--- config.mk ---
export PLATFORM = sky130hd
export DESIGN_NAME = pcic_idle_code
export DESIGN_NICKNAME = d
export VERILOG_FILES = /design/src/pcic_pkg.sv /design/src/pcic_chan_subst.sv /design/src/pcic_idle_code.sv
export VERILOG_INCLUDE_DIRS = /design/src /design/src/src
export SDC_FILE = /design/constraint.sdc
export NUM_CORES = 1
export LEC_CHECK = 0
export BUFFER_PORTS_ARGS = -buffer_cell sky130_fd_sc_hd__buf_2
export CAP_MARGIN = 20
export CORE_MARGIN = 3
export CORE_UTILIZATION = 60
export DETAILED_ROUTE_END_ITERATION = 8
export PLACE_DENSITY_LB_ADDON = 0.15
export SETUP_SLACK_MARGIN = 0.15
export SLEW_MARGIN = 10
export SYNTH_ARGS = -nofsm -noshare
export SYNTH_HDL_FRONTEND = slang
export SYNTH_SLANG_ARGS = --single-unit
export TNS_END_PERCENT = 30
--- constraint.sdc ---
create_clock -name i_sys_clk -period 2.96 [get_ports i_sys_clk]
set_clock_uncertainty 0.15 [all_clocks]
set_input_delay 0.444 -clock i_sys_clk [delete_from_list [all_inputs] [get_ports i_sys_clk]]
set_output_delay 0.444 -clock i_sys_clk [all_outputs]
set_load 0.02 [all_outputs]
--- src/pcic_params.svh ---
`ifndef PCIC_PARAMS_SVH
`define PCIC_PARAMS_SVH

// Register addresses on the parallel register port.
`define PCIC_ADDR_MODE      8'h70
`define PCIC_ADDR_POINTER   8'h7e
`define PCIC_ADDR_CODE      8'h7f
`define PCIC_ADDR_TX_EN0    8'h80
`define PCIC_ADDR_TX_EN1    8'h81
`define PCIC_ADDR_TX_EN2    8'h82
`define PCIC_ADDR_TX_EN3    8'h83
`define PCIC_ADDR_RX_EN0    8'h84
`define PCIC_ADDR_RX_EN1    8'h85
`define PCIC_ADDR_RX_EN2    8'h86
`define PCIC_ADDR_RX_EN3    8'h87

// Reset values.
`define PCIC_RST_POINTER    8'h00
`define PCIC_RST_CODE       8'h00
`define PCIC_RST_ENABLE     32'h0000_0000
`define PCIC_RST_MODE       1'b0

// Field positions in the pointer register.
`define PCIC_PTR_MSB        5
`define PCIC_GLOBAL_TX_BIT  6
`define PCIC_GLOBAL_RX_BIT  7
`define PCIC_PTR_STEP       6'h01

// Field position in the mode register.
`define PCIC_MODE_T1_BIT    0

// Array layout.
`define PCIC_NUM_ENTRIES    64
`define PCIC_NUM_CH         32
`define PCIC_T1_CH          24
`define PCIC_RX_BASE        32

`endif

--- src/pcic_pkg.sv ---
package pcic_pkg;
  typedef logic [7:0] pcic_byte_t;
  typedef logic [7:0] pcic_addr_t;
  typedef logic [4:0] pcic_chan_t;
  typedef logic [5:0] pcic_index_t;
endpackage
--- src/pcic_chan_subst.sv ---
`include "pcic_params.svh"

module pcic_chan_subst #(
  parameter int NUM_CH = `PCIC_NUM_CH,
  parameter int T1_CH  = `PCIC_T1_CH
) (
  // Clock and reset.
  input  wire logic              i_sys_clk,
  input  wire logic              i_sys_rst,
  // Control.
  input  wire logic              i_t1_mode,
  input  wire logic [NUM_CH-1:0] i_en_mask,
  // Incoming channel byte.
  input  wire logic              i_valid,
  input  wire pcic_pkg::pcic_chan_t i_chan,
  input  wire pcic_pkg::pcic_byte_t i_data,
  input  wire pcic_pkg::pcic_byte_t i_code,
  // Outgoing channel byte.
  output logic                   o_valid,
  output pcic_pkg::pcic_byte_t   o_data,
  output logic                   o_subst
);
  import pcic_pkg::*;

  logic       in_t1_range;
  logic       use_code;
  pcic_byte_t data_next;
  logic       valid_reg;
  pcic_byte_t data_reg;
  logic       subst_reg;

  // Channels beyond the T1 frame are never substituted in T1 mode.
  assign in_t1_range = (32'(i_chan) < T1_CH);
  assign use_code    = i_en_mask[i_chan] && (!i_t1_mode || in_t1_range);
  assign data_next   = use_code ? i_code : i_data;

  always_ff @(posedge i_sys_clk) begin
    if (i_sys_rst) begin
      valid_reg <= 1'b0;
      data_reg  <= 8'h00;
      subst_reg <= 1'b0;
    end else begin
      valid_reg <= i_valid;
      if (i_valid) begin
        data_reg  <= data_next;
        subst_reg <= use_code;
      end
    end
  end

  assign o_valid = valid_reg;
  assign o_data  = data_reg;
  assign o_subst = subst_reg;
endmodule

--- src/pcic_idle_code.sv ---
`include "pcic_params.svh"

module pcic_idle_code #(
  parameter int NUM_CH  = `PCIC_NUM_CH,
  parameter int T1_CH   = `PCIC_T1_CH
) (
  // Clock and reset.
  input  wire logic                 i_sys_clk,
  input  wire logic                 i_sys_rst,
  // Register port.
  input  wire pcic_pkg::pcic_addr_t i_addr,
  input  wire pcic_pkg::pcic_byte_t i_wr_data,
  input  wire logic                 i_wr_stb,
  input  wire logic                 i_rd_stb,
  output pcic_pkg::pcic_byte_t      o_rd_data,
  // Transmit stream from the backplane.
  input  wire logic                 i_tx_valid,
  input  wire pcic_pkg::pcic_chan_t i_tx_chan,
  input  wire pcic_pkg::pcic_byte_t i_tx_data,
  // Transmit stream toward the line.
  output logic                      o_tx_valid,
  output pcic_pkg::pcic_byte_t      o_tx_data,
  output logic                      o_tx_subst,
  // Transmit line bit, one bit per bit enable.
  input  wire logic                 i_tx_bit_en,
  output logic                      o_tx_line_bit,
  // Receive stream from the line.
  input  wire logic                 i_rx_valid,
  input  wire pcic_pkg::pcic_chan_t i_rx_chan,
  input  wire pcic_pkg::pcic_byte_t i_rx_data,
  // Receive stream toward the backplane.
  output logic                      o_rx_valid,
  output pcic_pkg::pcic_byte_t      o_rx_data,
  output logic                      o_rx_subst,
  // Mode status.
  output logic                      o_t1_mode
);
  import pcic_pkg::*;

  // Register state.
  pcic_byte_t        pointer_reg;
  pcic_byte_t        pointer_next;
  logic              t1_mode_reg;
  logic [NUM_CH-1:0] tx_en_reg;
  logic [NUM_CH-1:0] rx_en_reg;
  pcic_byte_t        rd_data_reg;
  // Lower half holds transmit codes, upper half receive codes.
  pcic_byte_t        code_mem [`PCIC_NUM_ENTRIES];

  // Line serializer state.
  pcic_byte_t        tx_shift_reg;
  logic              tx_line_bit_reg;

  // Address decode: one named select per register.
  logic       sel_mode;
  logic       sel_pointer;
  logic       sel_code;
  logic       sel_tx_en0;
  logic       sel_tx_en1;
  logic       sel_tx_en2;
  logic       sel_tx_en3;
  logic       sel_rx_en0;
  logic       sel_rx_en1;
  logic       sel_rx_en2;
  logic       sel_rx_en3;
  logic [3:0] sel_tx_en;
  logic [3:0] sel_rx_en;
  logic       sel_any;

  assign sel_mode    = (i_addr == `PCIC_ADDR_MODE);
  assign sel_pointer = (i_addr == `PCIC_ADDR_POINTER);
  assign sel_code    = (i_addr == `PCIC_ADDR_CODE);
  assign sel_tx_en0  = (i_addr == `PCIC_ADDR_TX_EN0);
  assign sel_tx_en1  = (i_addr == `PCIC_ADDR_TX_EN1);
  assign sel_tx_en2  = (i_addr == `PCIC_ADDR_TX_EN2);
  assign sel_tx_en3  = (i_addr == `PCIC_ADDR_TX_EN3);
  assign sel_rx_en0  = (i_addr == `PCIC_ADDR_RX_EN0);
  assign sel_rx_en1  = (i_addr == `PCIC_ADDR_RX_EN1);
  assign sel_rx_en2  = (i_addr == `PCIC_ADDR_RX_EN2);
  assign sel_rx_en3  = (i_addr == `PCIC_ADDR_RX_EN3);
  assign sel_tx_en   = {sel_tx_en3, sel_tx_en2, sel_tx_en1, sel_tx_en0};
  assign sel_rx_en   = {sel_rx_en3, sel_rx_en2, sel_rx_en1, sel_rx_en0};
  // Unmapped addresses match no select.
  assign sel_any     = sel_mode | sel_pointer | sel_code | (|sel_tx_en) | (|sel_rx_en);

  // Write strobes for the enable banks and the mode register.
  // Writes to unmapped addresses match no strobe and are dropped.
  logic [3:0] tx_en_wr;
  logic [3:0] rx_en_wr;
  logic       mode_wr;
  logic       rd_hit;

  assign tx_en_wr = sel_tx_en & {4{i_wr_stb}};
  assign rx_en_wr = sel_rx_en & {4{i_wr_stb}};
  assign mode_wr  = sel_mode & i_wr_stb;
  // Unmapped reads return zero, the same as the idle value of the read port.
  assign rd_hit   = i_rd_stb & sel_any;

  // Pointer fields.
  // Bits 7:6 only widen data writes; reads ignore them.
  pcic_index_t ptr_index;
  pcic_index_t ptr_index_inc;
  logic        global_tx;
  logic        global_rx;

  assign ptr_index     = pointer_reg[`PCIC_PTR_MSB:0];
  assign global_tx     = pointer_reg[`PCIC_GLOBAL_TX_BIT];
  assign global_rx     = pointer_reg[`PCIC_GLOBAL_RX_BIT];
  // The index wraps from the last receive entry back to the first transmit entry.
  assign ptr_index_inc = ptr_index + `PCIC_PTR_STEP;

  // Data access strobes.
  // Only the code data register steps the pointer; other registers leave it alone.
  logic code_wr;
  logic code_rd;
  logic ptr_wr;

  assign code_wr = i_wr_stb & sel_code;
  assign code_rd = i_rd_stb & sel_code;
  assign ptr_wr  = i_wr_stb & sel_pointer;

  // Software writes to the pointer take the whole byte; data accesses step the index
  // and leave the global bits as they were.
  // A data access with a global bit set steps the index as well.
  assign pointer_next = ptr_wr ? i_wr_data :
                        (code_wr | code_rd) ? {pointer_reg[`PCIC_GLOBAL_RX_BIT:
                                                           `PCIC_GLOBAL_TX_BIT],
                                               ptr_index_inc} :
                        pointer_reg;

  always_ff @(posedge i_sys_clk) begin
    if (i_sys_rst) begin
      pointer_reg <= `PCIC_RST_POINTER;
    end else begin
      pointer_reg <= pointer_next;
    end
  end

  // Per-entry write enables for the code array.
  // Each half compares the full six-bit index, so a single write never lands in the
  // other half; with both global bits set one write loads all sixty-four entries.
  logic [`PCIC_NUM_ENTRIES-1:0] entry_wr;
  logic                         any_global;

  // Any global bit turns off the single-entry write.
  assign any_global = global_tx | global_rx;

  genvar gi;
  generate
    for (gi = 0; gi < `PCIC_NUM_ENTRIES; gi++) begin : g_entry
      if (gi < `PCIC_RX_BASE) begin : g_tx
        // Transmit half: pointed entry or global transmit load.
        assign entry_wr[gi] = code_wr &
                              ((!any_global && ptr_index == 6'(gi)) ||
                               global_tx);
      end else begin : g_rx
        // Receive half: pointed entry or global receive load.
        assign entry_wr[gi] = code_wr &
                              ((!any_global && ptr_index == 6'(gi)) ||
                               global_rx);
      end
    end
  endgenerate

  // The array is reached only through the data register.
  // Reset clears every entry so an enabled channel never carries an unknown byte.
  always_ff @(posedge i_sys_clk) begin
    if (i_sys_rst) begin
      for (int i = 0; i < `PCIC_NUM_ENTRIES; i++) begin
        code_mem[i] <= `PCIC_RST_CODE;
      end
    end else begin
      for (int i = 0; i < `PCIC_NUM_ENTRIES; i++) begin
        if (entry_wr[i]) begin
          code_mem[i] <= i_wr_data;
        end
      end
    end
  end

  // Enable and mode registers. Enable bits for channels 24 to 31 are kept in T1 mode
  // as well; only the substitution logic ignores them there.
  always_ff @(posedge i_sys_clk) begin
    if (i_sys_rst) begin
      tx_en_reg   <= `PCIC_RST_ENABLE;
      rx_en_reg   <= `PCIC_RST_ENABLE;
      t1_mode_reg <= `PCIC_RST_MODE;
    end else begin
      for (int b = 0; b < 4; b++) begin
        if (tx_en_wr[b]) begin
          tx_en_reg[b*8 +: 8] <= i_wr_data;
        end
        if (rx_en_wr[b]) begin
          rx_en_reg[b*8 +: 8] <= i_wr_data;
        end
      end
      if (mode_wr) begin
        t1_mode_reg <= i_wr_data[`PCIC_MODE_T1_BIT];
      end
    end
  end

  // Read selection.
  // The enable banks share one lane select made from the two low address bits.
  // A code read with a global bit set still returns the pointed entry.
  // The mode register reads back its single bit with zeros above.
  pcic_byte_t tx_en_byte;
  pcic_byte_t rx_en_byte;
  pcic_byte_t code_byte;
  pcic_byte_t mode_byte;
  pcic_byte_t rd_mux;
  logic [1:0] en_sel;

  assign en_sel     = i_addr[1:0];
  assign tx_en_byte = tx_en_reg[en_sel*8 +: 8];
  assign rx_en_byte = rx_en_reg[en_sel*8 +: 8];
  assign code_byte  = code_mem[ptr_index];
  assign mode_byte  = {7'h00, t1_mode_reg};

  assign rd_mux = sel_mode        ? mode_byte   :
                  sel_pointer     ? pointer_reg :
                  sel_code        ? code_byte   :
                  (|sel_tx_en)    ? tx_en_byte  :
                  (|sel_rx_en)    ? rx_en_byte  :
                  8'h00;

  // Read data stand for the single cycle after the strobe; zero otherwise.
  // Holding zero between reads keeps the port quiet when several blocks share it.
  always_ff @(posedge i_sys_clk) begin
    if (i_sys_rst) begin
      rd_data_reg <= 8'h00;
    end else if (rd_hit) begin
      rd_data_reg <= rd_mux;
    end else begin
      rd_data_reg <= 8'h00;
    end
  end

  // Code lookup for the channel currently on each stream.
  // The code is read in the cycle the byte is taken, so a code rewritten while its
  // channel is enabled applies from the next byte of that channel on.
  pcic_index_t tx_code_index;
  pcic_index_t rx_code_index;
  pcic_byte_t  tx_code;
  pcic_byte_t  rx_code;

  assign tx_code_index = {1'b0, i_tx_chan};
  assign rx_code_index = {1'b1, i_rx_chan};
  assign tx_code       = code_mem[tx_code_index];
  assign rx_code       = code_mem[rx_code_index];

  // Transmit direction substitution.
  // Its registered outputs drive the top-level ports and the serializer directly.
  pcic_byte_t tx_out_data;
  logic       tx_out_valid;

  pcic_chan_subst #(
    .NUM_CH (NUM_CH),
    .T1_CH  (T1_CH)
  ) u_tx_subst (
    .i_sys_clk (i_sys_clk),
    .i_sys_rst (i_sys_rst),
    .i_t1_mode (t1_mode_reg),
    .i_en_mask (tx_en_reg),
    .i_valid   (i_tx_valid),
    .i_chan    (i_tx_chan),
    .i_data    (i_tx_data),
    .i_code    (tx_code),
    .o_valid   (tx_out_valid),
    .o_data    (tx_out_data),
    .o_subst   (o_tx_subst)
  );

  // Receive direction substitution.
  // Receive codes sit in the upper half of the array; receive bytes leave whole.
  pcic_chan_subst #(
    .NUM_CH (NUM_CH),
    .T1_CH  (T1_CH)
  ) u_rx_subst (
    .i_sys_clk (i_sys_clk),
    .i_sys_rst (i_sys_rst),
    .i_t1_mode (t1_mode_reg),
    .i_en_mask (rx_en_reg),
    .i_valid   (i_rx_valid),
    .i_chan    (i_rx_chan),
    .i_data    (i_rx_data),
    .i_code    (rx_code),
    .o_valid   (o_rx_valid),
    .o_data    (o_rx_data),
    .o_subst   (o_rx_subst)
  );

  // Line serializer: the most significant bit leaves first, so C0 is sent last.
  // A new byte reloads the shifter even if the previous one was not fully sent.
  // After its eighth bit the shifter runs on zeros, so the line idles low.
  pcic_byte_t tx_shift_next;
  logic       tx_line_bit_next;
  logic       tx_bit_step;

  assign tx_bit_step      = !tx_out_valid && i_tx_bit_en;
  assign tx_shift_next    = tx_out_valid ? tx_out_data :
                            tx_bit_step  ? {tx_shift_reg[6:0], 1'b0} :
                            tx_shift_reg;
  assign tx_line_bit_next = tx_bit_step ? tx_shift_reg[7] : tx_line_bit_reg;

  always_ff @(posedge i_sys_clk) begin
    if (i_sys_rst) begin
      tx_shift_reg    <= 8'h00;
      tx_line_bit_reg <= 1'b0;
    end else begin
      tx_shift_reg    <= tx_shift_next;
      tx_line_bit_reg <= tx_line_bit_next;
    end
  end

  assign o_rd_data     = rd_data_reg;
  assign o_tx_valid    = tx_out_valid;
  assign o_tx_data     = tx_out_data;
  assign o_tx_line_bit = tx_line_bit_reg;
  assign o_t1_mode     = t1_mode_reg;
endmodule

==> impl_metrics.env <==
export IMPL_syn_nets=2246
export IMPL_start_util_pct=61.44
export IMPL_synth_seq_cells=628
export IMPL_syn_inst=2193
export IMPL_synth_seq_area_share_pct=55.47
export IMPL_hold_start="i_rx_data[4]"
export IMPL_grt_pass1_vias=21300
export IMPL_worst_r2r_setup_slack_ns=0.13
export IMPL_tightest_slew_ns=1.010
export IMPL_portBuffers=78
export IMPL_layout_min_cycle_time_ns=2.828
export IMPL_initialDrtViolationCount=2729
export IMPL_synth_xor_area_share_pct=0.08236
export IMPL_synth_compound_area_share_pct=5.746
export IMPL_ctsRootBufferMaster="clkbuf_16"
export IMPL_fmax_ghz=0.3537
export IMPL_yosysWarnings=0
export IMPL_syn_area_sq_um=31900
export IMPL_ys_flop_type="edfxtp_1"
export IMPL_critPathMaxFanout=17
export IMPL_io_pins=79
export IMPL_cap_violations=0
export IMPL_dr_total_vias=21740
export IMPL_dr_pass1_iters=5
export IMPL_synth_distinct_cells=68
export IMPL_period_share_pct=95.53
export IMPL_endpoint_kind="register"
export IMPL_maxSlewHeadroom_pct=32.60
export IMPL_grt_usage_pct=34.11
export IMPL_post_drt_wl_per_cell_microns=30.77
export IMPL_worstHoldPathCells=3
export IMPL_cts_tree="built"
export IMPL_muxShareOfSynthArea_pct=26.10
export IMPL_hold_path_class="in -> reg"
export IMPL_finalSetupViolations=0
export IMPL_nNetsFinal=2405
export IMPL_place_ws_ns=-0.08526
export IMPL_postRouteAntennaNets=0
export IMPL_drc_errors=0
export IMPL_synth_top_family_by_area="multiplexers"
export IMPL_yosys_area_share_simple_pct=9.244
export IMPL_reg2reg_to="o_rd_data[3]"
export IMPL_power_per_cell_area_nw_per_um2=561.6
export IMPL_clk_path_buf_depth=3
export IMPL_fin_cells=3084
export IMPL_start_kind="register"
export IMPL_grt_pass1_wl_microns=140700
export IMPL_whs_endpoint="u_rx_subst.o_data[4]"
export IMPL_worstSetupPathType="reg -> reg"
export IMPL_die_h_microns=236.6
export IMPL_peakVddDrop_mv=0.5289
export IMPL_wl_met2_microns=43370
export IMPL_antenna_found_initial=7
export IMPL_place_hpwl_microns=65610
export IMPL_core_area_sq_um=51920
export IMPL_crit_required_ns=3.30
export IMPL_highest_layer="met5"
export IMPL_diodes=0
export IMPL_post_route_util_pct=70.16
export IMPL_clkLatencyLatePin_ns=0.63
export IMPL_overflow=0
export IMPL_fp_dieW_microns=236.6
export IMPL_synth_edf_count=512
export IMPL_syn_area_per_cell_sq_um=14.55
export IMPL_layout_setup_ws_ns=0.1324
export IMPL_htreeDepth=3
export IMPL_drive_gt1_share_pct=30.99
export IMPL_dieArea_sq_um=55970
export IMPL_rsz0062_at_grt="true"
export IMPL_rows=83
export IMPL_vias_per_cell=7.050
export IMPL_grt_max_degree=59
export IMPL_clock_sinks=628
export IMPL_largest_reg_flops=512
export IMPL_dp_cells=2955
export IMPL_numCtsBuffers=68
export IMPL_place_congestion=0.9728
export IMPL_p_leak_uw=0.01276
export IMPL_r2r_cells=7
export IMPL_area_growth_syn_to_layout_pct=14.19
export IMPL_synth_adder_area_share_pct=0.1569
export IMPL_crit_arrival_ns=3.16
export IMPL_setup_tns_ns=0
export IMPL_met3WireLength_microns=13230
export IMPL_routed_wl_microns=94900
export IMPL_async_flop_share_pct=0
export IMPL_m1WireLength_microns=35290
export IMPL_drv_slew=0
export IMPL_outcome="complete, no violations"
export IMPL_path_clk_slew_ns=0.06
export IMPL_hold_viol=0
logic make-up after synthesis:
group           count (synthesis)
simple gates                  632
mux                           454
buf+inv                       213
flops                         628
compound gates                259
xor+xnor                        3
fa+ha+maj                       4
per-layer routing:
metal | up-vias | track usage [%]
li1 | 8971 | -
met1 | 11010 | 49.09
met3 | 206 | 10.18
met5 | - | 0
met2 | 1548 | 51.13
met4 | 4 | 10.17
critical path: stages (launching register included):
cell	delay, ns
dfxtp_4	0.70
buf_4	0.30
clkinv_1	0.24
buf_4	0.28
mux2i_1	0.20
a32oi_1	0.25
o2111ai_1	0.20
o221ai_1	0.36
per-stage QoR:
step	instance area [sq um]	total power (uW)	hold WS, ns
global route	36430	20970	0.01489
floorplan	31900	11240	0.3130
finish	36430	20460	0.02670
CTS	36420	20510	0.003969
detailed placement	34030	11920	0.3136
global placement	34030	11860	0.3007
synth_stat cells (15+ instances only):
cell	number	share of area (%)
a21oi_1	40	0.63
a31oi_1	21	0.41
and3_1	29	0.57
buf_2	39	0.61
buf_4	20	0.47
clkbuf_1	123	1.4
dfxtp_1	116	7.3
edfxtp_1	512	48
mux2_2	21	0.74
mux2i_1	137	4.3
mux4_2	281	20
nand2_1	60	0.71
nand2b_1	53	1.0
nor2_1	382	4.5
nor2b_1	21	0.41
o21ai_0	15	0.24
o21ai_1	22	0.35
o21bai_1	30	0.71
o22ai_1	41	0.80
cell type report:
cell class                      count  area, sq um
Clock buffer                       87         1867
Clock inverter                     35        394.1
Fill cell                        3393        15500
Inverter                           14        52.55
Multi-Input combinational cell   1352        13250
Sequential cell                   628        17710
Tap cell                          680        850.8
Timing Repair Buffer              288         2305
cell usage in the layout (no fill, tap or decap), types with 22 or more instances in the layout:
cell / n
nand2b_1: 47
buf_12: 23
o22ai_1: 41
o21bai_1: 30
nor2_1: 382
mux4_2: 281
mux2i_1: 137
edfxtp_1: 512
buf_4: 187
nand2_1: 60
dfxtp_1: 113
o21ai_1: 22
and3_1: 29
a21oi_1: 40
buf_2: 75
clkbuf_16: 71
how the worst max path moves through the flow:
stage / cells after the start / slack, ns / to
floorplan: 8 / 0.22 / u_rx_subst.o_data[7]
global placement: 8 / -0.05 / o_rd_data[1]
detailed placement: 8 / -0.09 / o_rd_data[1]
CTS: 8 / 0.15 / o_rd_data[1]
global route: 7 / 0.14 / o_rd_data[3]
finish: 7 / 0.13 / o_rd_data[3]
report_power, final:
group	switching, uW	total (uW)	leakage (uW)	internal, uW
Combinational	977	1680	0.00544	707
Clock	3580	8680	0.00109	5100
Sequential	193	10100	0.00622	9900
Total	4750	20500	0.0128	15700
what timing repair did:
action                                 4_1_cts  5_1_grt
setup endpoints to repair                    5        2
cloned                                       0        0
resized for setup                            2        1
pin swaps                                    0        0
setup buffers                                6        0
hold buffers                                 1        0
endpoints found under the hold margin        1        0
Power figures use the tool's default switching activity.
